File: src/hdl/acs_pkg.sv
// Constants, types and helpers shared by the conversion sequencer files.
`default_nettype none
package acs_pkg;
   // ===========================================================
   // Widths and register map
   localparam int           DATA_W        = 10;
   localparam int           REG_W         = 8;
   localparam int           CH_W          = 3;
   localparam int           FIFO_DEPTH    = 16;
   localparam int           IDX_HI        = 9;
   localparam int           IDX_LO        = 8;
   localparam logic [1:0]   IDX_MODE      = 2'h0;
   localparam logic [1:0]   IDX_AUX       = 2'h1;
   localparam logic [7:0]   MODE_RST      = 8'h00;
   localparam logic [7:0]   AUX_RST       = 8'h00;
   // ===========================================================
   // Field positions
   localparam int           MODE_SW_BIT   = 7;
   localparam int           MODE_EOC_BIT  = 6;
   localparam int           MODE_SWP_BIT  = 3;
   localparam int           MODE_CH_HI    = 2;
   localparam int           AUX_OSC_BIT   = 6;
   localparam int           AUX_FMT_BIT   = 3;
   localparam int           AUX_RB_BIT    = 2;
   localparam int           AUX_ST_HI     = 1;
   localparam int           AUX_ST_LO     = 0;
   localparam logic [7:0]   AUX_RSVD_MASK = 8'hB0;
   // ===========================================================
   // Timing
   localparam int           CLK_HZ        = 50_000_000;
   localparam int           OSC_SLOW_HZ   = 10_000_000;
   localparam int           OSC_FAST_HZ   = 20_000_000;
   localparam logic [2:0]   DIV_SLOW_LAST = 3'((CLK_HZ + OSC_SLOW_HZ - 1) / OSC_SLOW_HZ - 1);
   localparam logic [2:0]   DIV_FAST_LAST = 3'((CLK_HZ + OSC_FAST_HZ - 1) / OSC_FAST_HZ - 1);
   localparam logic [3:0]   SAMPLE_CLKS   = 4'h6;
   localparam logic [3:0]   CONV_CLKS     = 4'hA;
   // ===========================================================
   // Self-test codes and states
   localparam logic [1:0]   ST_NONE       = 2'h0;
   localparam logic [9:0]   ST1_CODE      = 10'h000;
   localparam logic [9:0]   ST2_CODE      = 10'h200;
   localparam logic [9:0]   ST3_CODE      = 10'h3FF;
   typedef enum logic [2:0] {
      ACS_IDLE   = 3'b001,
      ACS_SAMPLE = 3'b010,
      ACS_CONV   = 3'b100
   } acs_state_e;
   // Result coding; two's complement is the binary code with its MSB flipped.
   function automatic logic [9:0] acs_format(input logic [9:0] code, input logic twos);
      acs_format = {code[9] ^ twos, code[8:0]};
   endfunction
endpackage
`default_nettype wire

File: src/hdl/acs_fifo_if.sv
// Valid/ready channel carrying conversion results into the result FIFO.
`timescale 1ns/1ns
`default_nettype none
interface acs_fifo_if #(parameter int W = 10);
   logic         in_valid;
   logic         in_ready;
   logic [W-1:0] in_data;
   logic         out_valid;
   logic         out_ready;
   logic [W-1:0] out_data;
   modport src  (output in_valid, output in_data, input in_ready);
   modport fifo (input in_valid, input in_data, output in_ready,
                 output out_valid, output out_data, input out_ready);
   modport sink (input out_valid, input out_data, output out_ready);
endinterface // acs_fifo_if
`default_nettype wire

File: src/hdl/acs_fifo.sv
// Result FIFO in flip-flops with valid/ready on both sides.
`timescale 1ns/1ns
`default_nettype none
module acs_fifo #(
   parameter int WIDTH = 10,
   parameter int DEPTH = 16
) (
   input wire logic CLK,
   input wire logic RST,
   acs_fifo_if.fifo F
);
   localparam int AW = $clog2(DEPTH);
   logic [WIDTH-1:0] mem_r [DEPTH];
   logic [AW-1:0]    wr_ptr_r;
   logic [AW-1:0]    rd_ptr_r;
   logic [AW:0]      count_r;
   logic             push;
   logic             pop;
   assign F.in_ready  = (count_r != (AW+1)'(DEPTH));
   assign F.out_valid = (count_r != '0);
   assign F.out_data  = mem_r[rd_ptr_r];
   assign push        = F.in_valid & F.in_ready;
   assign pop         = F.out_ready & F.out_valid;
   always_ff @(posedge CLK) begin
      if (push) begin
         mem_r[wr_ptr_r] <= F.in_data;
      end
   end
   always_ff @(posedge CLK) begin
      if (RST) begin
         wr_ptr_r <= '0;
         rd_ptr_r <= '0;
         count_r  <= '0;
      end else begin
         if (push) begin
            wr_ptr_r <= (wr_ptr_r == AW'(DEPTH - 1)) ? '0 : wr_ptr_r + 1'b1;
         end
         if (pop) begin
            rd_ptr_r <= (rd_ptr_r == AW'(DEPTH - 1)) ? '0 : rd_ptr_r + 1'b1;
         end
         count_r <= count_r + (AW+1)'(push) - (AW+1)'(pop);
      end
   end
endmodule // acs_fifo
`default_nettype wire

File: src/hdl/acs_sync.sv
// Three-stage pin synchroniser; a bit changes once stages two and three agree.
`timescale 1ns/1ns
`default_nettype none
module acs_sync #(
   parameter int           W       = 1,
   parameter logic [W-1:0] RST_VAL = '1
) (
   input  wire logic         CLK,
   input  wire logic         RST,
   input  wire logic [W-1:0] D,
   output logic      [W-1:0] Q
);
   logic [W-1:0] s1_r;
   logic [W-1:0] s2_r;
   logic [W-1:0] s3_r;
   always_ff @(posedge CLK) begin
      if (RST) begin
         s1_r <= RST_VAL;
         s2_r <= RST_VAL;
         s3_r <= RST_VAL;
         Q    <= RST_VAL;
      end else begin
         s1_r <= D;
         s2_r <= s1_r;
         s3_r <= s2_r;
         for (int i = 0; i < W; i++) begin
            if (s2_r[i] == s3_r[i]) begin
               Q[i] <= s3_r[i];
            end
         end
      end
   end
endmodule // acs_sync
`default_nettype wire

File: src/hdl/acs_top.sv
// Conversion sequencer: control registers, start logic, result path and data port.
`timescale 1ns/1ns
`default_nettype none
module acs_top (
   input  wire logic       CLK,
   input  wire logic       RST,
   input  wire logic       CS_N,
   input  wire logic       RD_N,
   input  wire logic       WR_N,
   input  wire logic       CONV_TRIGGER_N,
   input  wire logic [9:0] D_IN,
   output logic      [9:0] D_OUT,
   output logic            D_OE,
   input  wire logic [9:0] ADC_CODE,
   output logic            RESULT_N,
   output logic      [2:0] CH_SEL,
   output logic            SAMPLE_HOLD,
   output logic      [1:0] SELF_TEST_SEL,
   output logic            OSC_FAST,
   output logic            CONFIGURED
);
   // ===========================================================
   // Pin synchronisation and strobe edges
   logic [3:0] pins_s;
   logic [9:0] din_s;
   logic       cs_n_s;
   logic       rd_n_s;
   logic       wr_n_s;
   logic       trig_n_s;
   logic       rd_n_d_r;
   logic       wr_n_d_r;
   logic       trig_n_d_r;
   logic       wr_cmd_d_r;
   logic       rd_rise;
   logic       wr_rise;
   logic       trig_fall;
   logic       trig_rise;
   logic       self_cfg;
   logic       wr_cmd;

   // Data rides the same three stages as the strobes so both stay aligned.
   acs_sync #(.W(4), .RST_VAL(4'hF)) u_sync_ctl (
      .CLK (CLK),
      .RST (RST),
      .D   ({CS_N, RD_N, WR_N, CONV_TRIGGER_N}),
      .Q   (pins_s)
   );
   acs_sync #(.W(10), .RST_VAL(10'h000)) u_sync_dat (
      .CLK (CLK),
      .RST (RST),
      .D   (D_IN),
      .Q   (din_s)
   );
   assign {cs_n_s, rd_n_s, wr_n_s, trig_n_s} = pins_s;

   always_ff @(posedge CLK) begin
      if (RST) begin
         rd_n_d_r   <= 1'b1;
         wr_n_d_r   <= 1'b1;
         trig_n_d_r <= 1'b1;
         wr_cmd_d_r <= 1'b0;
      end else begin
         rd_n_d_r   <= rd_n_s;
         wr_n_d_r   <= wr_n_s;
         trig_n_d_r <= trig_n_s;
         wr_cmd_d_r <= wr_cmd;
      end
   end
   assign rd_rise   = rd_n_s & ~rd_n_d_r & ~cs_n_s;
   assign wr_rise   = wr_n_s & ~wr_n_d_r & ~cs_n_s;
   assign trig_fall = ~trig_n_s & trig_n_d_r;
   assign trig_rise = trig_n_s & ~trig_n_d_r;
   assign self_cfg  = rd_rise & ~wr_n_s;
   assign wr_cmd    = wr_rise;

   // ===========================================================
   // Control registers
   logic [7:0] mode_control_reg_r;
   logic [7:0] aux_control_reg_r;
   logic       configured_r;
   logic       sw_start;
   logic       eoc_mode;
   logic       sweep_mode;
   logic [2:0] ch_field;
   logic       osc_speed_sel;
   logic       output_format_sel;
   logic       readback_sel;
   logic [1:0] self_test_sel;

   always_ff @(posedge CLK) begin
      if (RST) begin
         mode_control_reg_r <= acs_pkg::MODE_RST;
         aux_control_reg_r  <= acs_pkg::AUX_RST;
         configured_r       <= 1'b0;
      end else if (self_cfg) begin
         mode_control_reg_r <= acs_pkg::MODE_RST;
         aux_control_reg_r  <= acs_pkg::AUX_RST;
         configured_r       <= 1'b1;
      end else if (wr_cmd) begin
         configured_r <= 1'b1;
         if (din_s[acs_pkg::IDX_HI:acs_pkg::IDX_LO] == acs_pkg::IDX_MODE) begin
            mode_control_reg_r <= din_s[7:0];
         end
         // Reserved aux bits are forced to zero so readback stays predictable.
         if (din_s[acs_pkg::IDX_HI:acs_pkg::IDX_LO] == acs_pkg::IDX_AUX) begin
            aux_control_reg_r <= din_s[7:0] & ~acs_pkg::AUX_RSVD_MASK;
         end
      end
   end
   assign sw_start          = mode_control_reg_r[acs_pkg::MODE_SW_BIT];
   assign eoc_mode          = mode_control_reg_r[acs_pkg::MODE_EOC_BIT];
   assign sweep_mode        = mode_control_reg_r[acs_pkg::MODE_SWP_BIT];
   assign ch_field          = mode_control_reg_r[acs_pkg::MODE_CH_HI:0];
   assign osc_speed_sel     = aux_control_reg_r[acs_pkg::AUX_OSC_BIT];
   assign output_format_sel = aux_control_reg_r[acs_pkg::AUX_FMT_BIT];
   assign readback_sel      = aux_control_reg_r[acs_pkg::AUX_RB_BIT];
   assign self_test_sel     = aux_control_reg_r[acs_pkg::AUX_ST_HI:acs_pkg::AUX_ST_LO];

   // ===========================================================
   // Conversion clock enable
   logic [2:0] div_cnt_r;
   logic [2:0] div_last;
   logic       tick_r;

   assign div_last = osc_speed_sel ? acs_pkg::DIV_FAST_LAST : acs_pkg::DIV_SLOW_LAST;
   always_ff @(posedge CLK) begin
      if (RST) begin
         div_cnt_r <= 3'h0;
         tick_r    <= 1'b0;
      end else if (div_cnt_r >= div_last) begin
         div_cnt_r <= 3'h0;
         tick_r    <= 1'b1;
      end else begin
         div_cnt_r <= div_cnt_r + 3'h1;
         tick_r    <= 1'b0;
      end
   end

   // ===========================================================
   // Sequencer
   acs_fifo_if #(.W(acs_pkg::DATA_W)) res_q ();
   acs_pkg::acs_state_e state_r;
   acs_pkg::acs_state_e state_nxt;
   logic [3:0] cnt_r;
   logic       conv_done_r;
   logic       push;
   logic       start_req;

   // Software start: a write opens the first sample, later samples open on read.
   // The write is seen one cycle late so that the mode it just stored already applies.
   assign start_req = sw_start ? (wr_cmd_d_r | rd_rise) : trig_fall;
   assign push      = conv_done_r & res_q.in_ready;
   assign res_q.in_valid = conv_done_r;
   assign res_q.in_data  = ADC_CODE;

   always_comb begin
      state_nxt = state_r;
      case (state_r)
         acs_pkg::ACS_IDLE: begin
            if (start_req && !self_cfg) begin
               state_nxt = acs_pkg::ACS_SAMPLE;
            end
         end
         acs_pkg::ACS_SAMPLE: begin
            if (!sw_start && trig_rise) begin
               state_nxt = acs_pkg::ACS_CONV;
            end else if (sw_start && tick_r && cnt_r == acs_pkg::SAMPLE_CLKS - 4'h1) begin
               state_nxt = acs_pkg::ACS_CONV;
            end
         end
         acs_pkg::ACS_CONV: begin
            if (push) begin
               state_nxt = acs_pkg::ACS_IDLE;
            end
         end
         default: state_nxt = acs_pkg::ACS_IDLE;
      endcase
   end

   always_ff @(posedge CLK) begin
      if (RST) begin
         state_r <= acs_pkg::ACS_IDLE;
      end else begin
         state_r <= state_nxt;
      end
   end

   // A full FIFO holds the finished conversion until the host drains a result.
   always_ff @(posedge CLK) begin
      if (RST) begin
         cnt_r       <= 4'h0;
         conv_done_r <= 1'b0;
      end else if (state_r != state_nxt) begin
         cnt_r       <= 4'h0;
         conv_done_r <= 1'b0;
      end else if (state_r == acs_pkg::ACS_CONV) begin
         if (tick_r && !conv_done_r) begin
            cnt_r <= cnt_r + 4'h1;
            conv_done_r <= (cnt_r == acs_pkg::CONV_CLKS - 4'h1);
         end
      end else if (state_r == acs_pkg::ACS_SAMPLE && tick_r) begin
         cnt_r <= cnt_r + 4'h1;
      end
   end

   // ===========================================================
   // Channel selection
   logic [2:0] ch_r;
   always_ff @(posedge CLK) begin
      if (RST) begin
         ch_r <= 3'h0;
      end else if (!sweep_mode) begin
         ch_r <= ch_field;
      end else if (wr_cmd_d_r || self_cfg) begin
         ch_r <= 3'h0;
      end else if (push) begin
         ch_r <= (ch_r >= ch_field) ? 3'h0 : ch_r + 3'h1;
      end
   end

   // ===========================================================
   // Data port and result signalling
   logic       rd_active;
   logic [9:0] rd_word;
   assign rd_active       = ~cs_n_s & ~rd_n_s;
   assign res_q.out_ready = rd_rise & ~readback_sel;

   always_comb begin
      rd_word = 10'h000;
      if (readback_sel) begin
         if (self_test_sel == acs_pkg::ST_NONE) begin
            rd_word = {2'h0, mode_control_reg_r};
         end else if (self_test_sel == 2'h1) begin
            rd_word = {2'h0, aux_control_reg_r};
         end
      end else begin
         case (self_test_sel)
            2'h0:    rd_word = res_q.out_valid ? res_q.out_data : 10'h000;
            2'h1:    rd_word = acs_pkg::ST1_CODE;
            2'h2:    rd_word = acs_pkg::ST2_CODE;
            2'h3:    rd_word = acs_pkg::ST3_CODE;
            default: rd_word = 10'h000;
         endcase
         rd_word = acs_pkg::acs_format(rd_word, output_format_sel);
      end
   end

   always_ff @(posedge CLK) begin
      if (RST) begin
         D_OUT <= 10'h000;
         D_OE  <= 1'b0;
      end else begin
         D_OUT <= rd_word;
         D_OE  <= rd_active;
      end
   end

   always_ff @(posedge CLK) begin
      if (RST) begin
         RESULT_N <= 1'b1;
      end else if (eoc_mode) begin
         RESULT_N <= ~(state_nxt == acs_pkg::ACS_CONV);
      end else begin
         RESULT_N <= ~push;
      end
   end

   always_ff @(posedge CLK) begin
      if (RST) begin
         CH_SEL        <= 3'h0;
         SAMPLE_HOLD   <= 1'b0;
         SELF_TEST_SEL <= 2'h0;
         OSC_FAST      <= 1'b0;
         CONFIGURED    <= 1'b0;
      end else begin
         CH_SEL        <= ch_r;
         SAMPLE_HOLD   <= (state_r == acs_pkg::ACS_SAMPLE);
         SELF_TEST_SEL <= self_test_sel;
         OSC_FAST      <= osc_speed_sel;
         CONFIGURED    <= configured_r;
      end
   end

   acs_fifo #(.WIDTH(acs_pkg::DATA_W), .DEPTH(acs_pkg::FIFO_DEPTH)) u_fifo (
      .CLK (CLK),
      .RST (RST),
      .F   (res_q)
   );
endmodule // acs_top
`default_nettype wire

File: config.mk
export PLATFORM = sky130hd
export DESIGN_NAME = acs_top
export DESIGN_NICKNAME = d
export VERILOG_FILES = /design/src/hdl/acs_pkg.sv /design/src/hdl/acs_fifo_if.sv /design/src/hdl/acs_fifo.sv /design/src/hdl/acs_sync.sv /design/src/hdl/acs_top.sv
export SDC_FILE = /design/constraint.sdc
export NUM_CORES = 1
export LEC_CHECK = 0
export BUFFER_PORTS_ARGS = -buffer_cell sky130_fd_sc_hd__buf_2
export CAP_MARGIN = 5
export CORE_MARGIN = 8
export CORE_UTILIZATION = 61
export DETAILED_ROUTE_END_ITERATION = 12
export HOLD_SLACK_MARGIN = 0.03
export PLACE_DENSITY = 0.77
export SETUP_SLACK_MARGIN = 0.5
export SLEW_MARGIN = 20
export SYNTH_ARGS = -nofsm -noshare
export SYNTH_HDL_FRONTEND = slang
export SYNTH_HIERARCHICAL = 1
export SYNTH_SLANG_ARGS = --single-unit
File: constraint.sdc
create_clock -name CLK -period 3.3 [get_ports CLK]
set_input_delay 0.165 -clock CLK [delete_from_list [all_inputs] [get_ports CLK]]
set_output_delay 0.165 -clock CLK [all_outputs]
set_load 0.05 [all_outputs]
==> metrics.md, run 1 <==
| Metric | Value |
|---|---|
| Pwr/cell area | `553.9 nW/um^2` |
| # placed instances | `994` |
| Switch share | `19.12%` |
| Area contributors post-synth | `edfxtp_1 (44%), dfxtp_1 (23%), mux4_2 (5.8%)` |
| Post-synth EDFFs | `160` |
| CTS tree | `done` |
| Post-synth net total | `789` |
| DP Area | `11,330 um^2` |
| Layout cells sized above 1 | `17.77%` |
| Final Hold Viols | `0` |
| Max Transition Viols Final | `0` |
| Initial DRC Count | `578` |
| Starting Density | `61.58%` |
| Final WS setup | `0.5735 ns` |
| Maxcap violations | `0` |
| First-pass GRT wire length | `34,100 um` |
| Clock power share | `43.6%` |
| Initial antenna violation count | `0` |
| Synth top area share | `43.89%` |
| DRC viols | `0` |
| Post-DP HPWL | `13,850 um` |
| Die area | `22,490 um^2` |
| Reg2reg path depth | `13` |
| Yosys warns | `6` |
| CTS clk-pin slew, worst paths | `0.06 ns` |
| Vias in the first global route | `6,450` |
| Pint | `5.609 mW` |
| VDD IR max | `0.4198 mV` |
| Crit share post-route | `82.62%` |
| Vias per cell | `5.975` |
| Pre-CTS WS | `0.3150 ns` |
| Worst EP required | `3.74 ns` |
| Avg WL per Cell | `20.46 um` |
| DIE WIDTH | `150.0 um` |
| Final Setup Violations | `0` |
| Post-route insts no fill | `1,073` |
| Comb pwr share | `1.7%` |
| Post-route ant nets | `0` |
| Sequential share of power | `54.7%` |
| Final Util | `70.42%` |
| Hold Path Class | `input pin to flop` |
| Fill count | `1,137` |
| Max Clk Rate | `366.8 MHz` |
| GRT overflow | `0` |
| Clock sink count | `286` |
| Top_reg_cell synth | `edfxtp_1` |
| CTS Buffer Depth | `3` |
| Layout net count | `869` |
| P&R area growth vs syn | `14.37%` |
| ANT cells | `0` |
| Synth cell types | `65` |
| Largest net degree at the start of global routing | `55` |
| Worst-margin pin slew | `0.9993 ns` |
| CTS root buf | `clkbuf_16` |
| Sw Pwr | `1.326 mW` |
| Mean Syn Cell Area | `14.75 um^2` |
| Total wire length | `21,950 um` |
| Outcome | `completed` |
| Crit end category | `flop` |
| Static Leakage | `4.435 nW` |
| Clock Latency Late Sink | `0.53 ns` |
| CP Max Fanout | `7` |
| RSZ-0062 raised after global routing | `no` |
| Register area share after synthesis | `66.93%` |
| Max-slew headroom | `33.24%` |
| GRT Util Overall | `19.42%` |
| Die height | `150.0 um` |
| Total power | `6.935 mW` |
| Synth Cell Area | `10,950 um^2` |
| Routability cong. | `0.8662` |
| H-tree depth | `1` |
| Setup TNS Final | `0 ns` |
| Router iterations before antenna repair | `5` |
| Final Skew | `0.01061 ns` |
| Cells after synthesis | `742` |
| DR vias | `6,411` |
| Number of buffers created by CTS | `29` |
| I/O pin total | `46` |
| Yosys top cell by area | `edfxtp_1` |
| Core footprint | `17,780 um^2` |
| Async set-reset flop share out of synthesis | `0%` |
| Design area | `12,520 um^2` |
| Register bit count reported by yosys | `286` |
| Fin crit period | `2.727 ns` |
| Crit path DAT | `3.16 ns` |
| CP Class | `flop to flop` |
| Startpoint Class | `flop` |
| I/O Buffers | `45` |
| Worst slack on hold paths | `0.05702 ns` |
| # rows | `49` |
| Hold path depth | `1` |
==> cell families after synthesis <==
kind of cell    after synthesis  share of synthesized area (%)
flops                       286                          66.93
simple gates                207                          10.53
compound gates              109                          6.697
mux                          55                          10.01
buf+inv                      54                          2.571
fa+ha+maj                    21                          2.469
xor+xnor                     10                         0.8000
==> cells in the final DEF (no fill, tap or decap), types with 4 or more instances in the layout <==
cell type	n
ha_1	17
a22o_1	5
nor3_1	5
nand3_1	9
a211oi_1	4
a22oi_1	23
o21bai_1	5
nor3b_1	4
dfxtp_1	123
nor2b_1	41
and2_1	15
nand2b_1	6
and3_1	5
xnor2_1	5
nor2_1	51
nand2_1	31
clkinv_2	6
dlygate4sd3_1	23
a21oi_1	34
or2_1	12
xor2_1	5
edfxtp_1	160
buf_2	45
clkbuf_1	6
mux4_1	12
inv_1	21
inv_2	4
o21ai_0	12
clkbuf_16	29
buf_4	10
mux2i_1	15
o21a_1	4
or3b_2	4
clkinv_1	9
mux4_2	28
==> flip-flops by register name, summed over array words and instances (netlist names), 4 cells and up, named ones only <==
register / count
u_sync_ctl/s2_r: 4
u_sync_dat/Q: 10
u_fifo/rd_ptr_r: 4
u_sync_dat/s2_r: 10
cnt_r: 4
u_sync_dat/s1_r: 10
aux_control_reg_r: 5
D_OUT: 10
u_fifo/count_r: 5
u_sync_ctl/Q: 4
u_sync_ctl/s1_r: 4
mode_control_reg_r: 8
u_fifo/mem_r: 160
u_fifo/wr_ptr_r: 4
u_sync_ctl/s3_r: 4
u_sync_dat/s3_r: 10
==> metal layers <==
| metal | vias up | part of all wire [%] | track usage (%) |
|---|---|---|---|
| met2 | 238 | 50 | 32.39 |
| met3 | 54 | 6.4 | 3.145 |
| li1 | 2922 | - | - |
| met1 | 3197 | 41 | 25.37 |
| met5 | - | 0 | 0 |
| met4 | 0 | 2.8 | 6.897 |
==> synth_stat cells, types with 3 or more instances <==
library cell	n
edfxtp_1	160
dfxtp_1	126
nor2_1	52
nor2b_1	42
a21oi_1	34
nand2_1	31
mux4_2	28
inv_1	25
a22oi_1	23
ha_1	20
and2_1	15
mux2i_1	15
mux4_1	12
o21ai_0	12
or2_1	12
nand3_1	9
clkbuf_1	8
nand2b_1	6
a22o_1	5
and3_1	5
buf_1	5
buf_2	5
buf_6	5
nor3_1	5
o21bai_1	5
xnor2_1	5
xor2_1	5
a211oi_1	4
nor3b_1	4
o21a_1	4
or3b_2	4
a31oi_1	3
and4b_1	3
buf_4	3
o211ai_1	3
or2_2	3
==> cell type report <==
class,count,area [um^2],area share (%)
multi-input combinational,402,3393,27.10
tap,229,286.5,2.288
sequential,286,7331,58.55
clock buffer,36,762.0,6.086
clock inverter,17,123.9,0.9893
timing repair buffer,78,530.5,4.237
inverter,25,93.84,0.7495
==> worst max-delay path, stage by stage, from the launching register on <==
cell	delay, ns
dfxtp_1	0.36
or3b_2	0.52
nor2_4	0.17
nand2_4	0.08
inv_2	0.07
ha_4	0.20
inv_1	0.06
ha_2	0.20
inv_2	0.06
fa_2	0.40
nor2b_4	0.14
o21bai_1	0.11
nand3_1	0.10
nor3b_1	0.18
==> path summary, 6_finish.rpt <==
path                            from                  to  slack [ns]
setup / recovery     u_sync_ctl/Q[3]   u_fifo/count_r[4]        0.57
hold reg to reg   u_sync_ctl/s1_r[3]  u_sync_ctl/s2_r[3]        0.40
setup reg to reg     u_sync_ctl/Q[3]   u_fifo/count_r[4]        0.57
hold / removal           ADC_CODE[4]  u_fifo/mem_r[6][4]        0.06
==> timing repair <==
item	in CTS	in global routing
cloned	0	0
buffers inserted	1	2
endpoints found under the hold margin	143	0
pin swaps	0	7
endpoints found under the setup margin	1	1
hold buffers	23	0
resized for setup	4	13
==> power by group through the flow <==
stage	combinational [mW]	clock, mW	sequential [mW]
floorplan	0.0468	0	3.87
global placement	0.0876	0	3.87
detailed placement	0.0953	0	3.87
CTS	0.117	3.07	3.79
global route	0.131	3.20	3.80
finish	0.116	3.03	3.79
Power figures use the tool's default switching activity.
==> inputs of run 2 (changes only) <==
--- a/config.mk
+++ b/config.mk
@@ -5,6 +5,7 @@
 export SDC_FILE = /design/constraint.sdc
 export NUM_CORES = 1
 export LEC_CHECK = 0
+export ABC_AREA = 1
 export BUFFER_PORTS_ARGS = -buffer_cell sky130_fd_sc_hd__buf_2
 export CAP_MARGIN = 5
 export CORE_MARGIN = 8
==> constraint.sdc (replaced) <==
create_clock -name CLK -period 2.7 [get_ports CLK]
set_input_delay 0.135 -clock CLK [delete_from_list [all_inputs] [get_ports CLK]]
set_output_delay 0.135 -clock CLK [all_outputs]
set_load 0.05 [all_outputs]
==> run 2 against run 1 <==
Effect of this change:
- via count rose by 31%
- fmax increased by 25%
- largest power group unchanged
- final cell count grew 46%
- die area up 4.5%
- register-to-register slack worse by 0.05 ns
- worst setup slack worse by 0.051 ns
- clock power is 25% higher
==> metrics.md, run 2 <==
| Metric | Value |
|---|---|
| Async set-reset flop share out of synthesis | `0% (unchanged)` |
| Mean Syn Cell Area | `9.506 um^2 (-36%)` |
| CP delay by family, top | `adder cells` |
| Most used cell, CP | `inv_2` |
| Final Util | `72.02% (+1.6 points)` |
| Hold path depth | `3 (+2)` |
| Register bit count reported by yosys | `286 (unchanged)` |
| CP Max Fanout | `4 (-3)` |
| Initial DRC Count | `634 (+9.7%)` |
| Reg2reg setup slack | `0.52 ns (-0.05 ns)` |
| Hold Path Class | `input pin to flop` |
| Post-synth net total | `1,257 (+59%)` |
| Router iterations before antenna repair | `5 (unchanged)` |
| Crit path DAT | `2.60 ns (-0.56 ns)` |
| Yosys top cell by area | `edfxtp_1` |
| Reg with most FFs | `u_fifo/mem_r` |
| DR vias | `8,425 (+31%)` |
| Setup TNS Final | `0 ns (unchanged)` |
| Core footprint | `18,580 um^2 (+4.5%)` |
| I/O pin total | `46 (unchanged)` |
| I/O Buffers | `45 (unchanged)` |
| Outcome | `completed` |
| Max Transition Viols Final | `0 (unchanged)` |
| Routability cong. | `0.8478 (-2.1%)` |
| Worst-margin pin slew | `0.8698 ns (-0.1295 ns)` |
| Crit end category | `flop` |
| Fill count | `1,260 (+11%)` |
| Top_reg_cell synth | `edfxtp_1` |
| Final Setup Violations | `0 (unchanged)` |
| Synth Cell Area | `11,500 um^2 (+5.1%)` |
| CTS root buf | `clkbuf_16` |
| Initial antenna violation count | `0 (unchanged)` |
| CTS tree | `done` |
| DRC viols | `0 (unchanged)` |
| Starting Density | `61.91% (+0.33 points)` |
| Max-slew headroom | `41.95% (+8.7 points)` |
| Cells after synthesis | `1,210 (+63%)` |
| Static Leakage | `5.655 nW (+27%)` |
| Fin crit period | `2.177 ns (-0.5492 ns)` |
| Worst hold start | `RD_N` |
| CTS clk-pin slew, worst paths | `0.06 ns (about the same)` |
| GRT overflow | `0 (unchanged)` |
| First-pass GRT wire length | `38,790 um (+14%)` |
| Max Clk Rate | `459.3 MHz (+25%)` |
| DIE WIDTH | `153.3 um (+2.2%)` |
| Synth cell types | `37 (-43%)` |
| CTS Buffer Depth | `3 (unchanged)` |
| Commonest non-fill, non-tap cell in the layout | `nand2_1` |
| FF+latch area | `7337 um^2 (about the same)` |
| Commonest non-fill, non-tap cells in the layout | `nand2_1 (328), edfxtp_1 (160), inv_1 (141)` |
| ANT cells | `0 (unchanged)` |
| Vias per cell | `5.387 (-9.8%)` |
| RSZ-0062 raised after global routing | `no` |
| Critical R2R Capture | `u_fifo/count_r[4]` |
| Die height | `153.3 um (+2.2%)` |
| Critical path cell sequence | `inv_2, ha_4, nand3_4, nand2_4, inv_4, ha_4, inv_1, ha_2, inv_2, fa_2, inv_2, nand2_2, nand2_1, a21oi_2, nor2_1, nor2_1` |
| Post-synth EDFFs | `160 (unchanged)` |
| Layout cells sized above 1 | `12.48% (-5.3 points)` |
| Post-DP HPWL | `15,400 um (+11%)` |
| Post-route ant nets | `0 (unchanged)` |
| # rows | `50 (+2.0%)` |
| Die area | `23,510 um^2 (+4.5%)` |
| Yosys warns | `6 (unchanged)` |
| Register area share after synthesis | `63.70% (-3.2 points)` |
| Startpoint Class | `flop` |
| Avg WL per Cell | `16.01 um (-22%)` |
| Commonest cells post-synth | `nand2_1 (331), edfxtp_1 (160), inv_1 (148), nor2_1 (129), dfxtp_1 (126)` |
| Crit path buffers/inverters | `5 (+2)` |
| H-tree depth | `1 (unchanged)` |
| Total wire length | `25,050 um (+14%)` |
| Reg2reg path depth | `16 (+3)` |
| Clock sink count | `286 (unchanged)` |
| Synth top area share | `41.77% (-2.1 points)` |
| Area contributors post-synth | `edfxtp_1 (42%), dfxtp_1 (22%), nand2_1 (11%)` |
| Layout net count | `1,358 (+56%)` |
| Worst EP required | `3.13 ns (-0.61 ns)` |
| Area of the multi-input gates | `3475 um^2 (+2.4%)` |
| Final Hold Viols | `0 (unchanged)` |
| Max reg flops | `160 (unchanged)` |
| Top-count cell post-synth | `nand2_1` |
| R2r startpoint | `u_fifo/count_r[2]` |
| # placed instances | `1,478 (+49%)` |
| Worst slack on hold paths | `0.3111 ns (+0.2541 ns)` |
| Largest net degree at the start of global routing | `82 (+49%)` |
| Hold EP | `u_sync_ctl/s1_r[2]` |
| Number of buffers created by CTS | `28 (-3.4%)` |
| Maxcap violations | `0 (unchanged)` |
| Vias in the first global route | `7,799 (+21%)` |
| Pwr/cell area | `641.8 nW/um^2 (+16%)` |
| Final Skew | `0.02066 ns (+0.01006 ns)` |
| Clock Latency Late Sink | `0.54 ns (about the same)` |
| Post-route insts no fill | `1,564 (+46%)` |
| Crit-path max cell delay | `0.35 ns (-0.17 ns)` |
| Total power | `8.588 mW (+24%)` |
| P&R area growth vs syn | `16.34%` |
| Crit-path slowest cell | `fa_2` |
| GRT Util Overall | `20.27% (+0.85 points)` |
| VDD IR max | `0.6300 mV (+50%)` |
| CP Class | `flop to flop` |
| Crit share post-route | `80.64% (-2.0 points)` |
==> run 2: cell types whose count changed after synthesis, sizes merged, moves of 15 or more <==
cell | previous run | this run
a22oi | 23 | 0
inv | 25 | 153
a21oi | 35 | 54
nand3 | 9 | 102
mux4 | 40 | 0
nand2 | 32 | 334
o21ai | 12 | 42
and2 | 15 | 0
mux2i | 15 | 0
nor2 | 52 | 131
nor2b | 42 | 0
==> run 2: layer usage <==
| metal | up-vias | track usage, % | routed length, um | part of all wire (%) |
|---|---|---|---|---|
| li1 | 4106 | - | - | - |
| met1 | 3958 | 26.15 | 10370 | 41 |
| met2 | 307 | 34.45 | 12250 | 49 |
| met3 | 54 | 3.242 | 1798 | 7.2 |
| met4 | 0 | 6.456 | 624 | 2.5 |
| met5 | - | 0 | 0 | 0 |
==> run 2: worst max-delay path by stage <==
stage	start	end	slack [ns]	cells after the start
2_1_floorplan	u_fifo/count_r[2]	u_fifo/count_r[4]	0.51	16
3_3_place_gp	u_fifo/count_r[2]	u_fifo/count_r[4]	0.38	16
3_5_place_dp	u_fifo/count_r[2]	u_fifo/count_r[4]	0.23	17
4_1_cts	u_sync_ctl/Q[3]	u_fifo/count_r[4]	0.51	17
5_1_grt	u_fifo/count_r[2]	u_fifo/count_r[4]	0.48	16
6_report	u_fifo/count_r[2]	u_fifo/count_r[4]	0.52	16
==> run 2: per-stage QoR <==
| stage | setup WS [ns] | cell area [um^2] |
|---|---|---|
| 6_report | 0.5226 | 13380 |
| 3_5_place_dp | 0.2308 | 12030 |
| 4_1_cts | 0.5144 | 13330 |
| 5_1_grt | 0.4760 | 13380 |
| 3_3_place_gp | 0.3808 | 12030 |
| 2_1_floorplan | 0.5108 | 11500 |
==> run 2: layout make-up <==
class,instances,area share (%)
Sequential cell,286,54.83
Inverter,154,4.376
Clock buffer,43,6.031
Timing Repair Buffer,110,5.909
Tap cell,234,2.188
Multi-Input combinational cell,731,25.97
Clock inverter,6,0.7013
==> run 2: tightest hold or removal path: cells and delay by family <==
| family | cells | cell delay (ns) |
|---|---|---|
| buffers and inverters | 2 | 0.61 |
| and+or+nand+nor | 1 | 0.07 |
==> run 2: where the power goes <==
group          leakage (nW)  internal, mW  switching [mW]
combinational          2.75        0.0643          0.0986
clock                 0.441          2.24            1.55
sequential             2.46          4.62          0.0153
==> run 2: cells by family after synthesis <==
group / share of synthesized area, %
buffers and inverters: 6.886
flip-flops: 63.70
adder cells (fa/ha/maj): 2.350
XOR/XNOR: 0.6745
AND/OR/NAND/NOR: 21.46
AO/OA/AOI/OAI: 4.928
==> run 2: what timing repair did <==
action	4_1_cts	5_1_grt
setup endpoints to repair	4	1
endpoints found under the hold margin	178	0
gates resized for setup	23	11
hold buffers	26	0
setup buffers	8	3
pin swaps	8	7
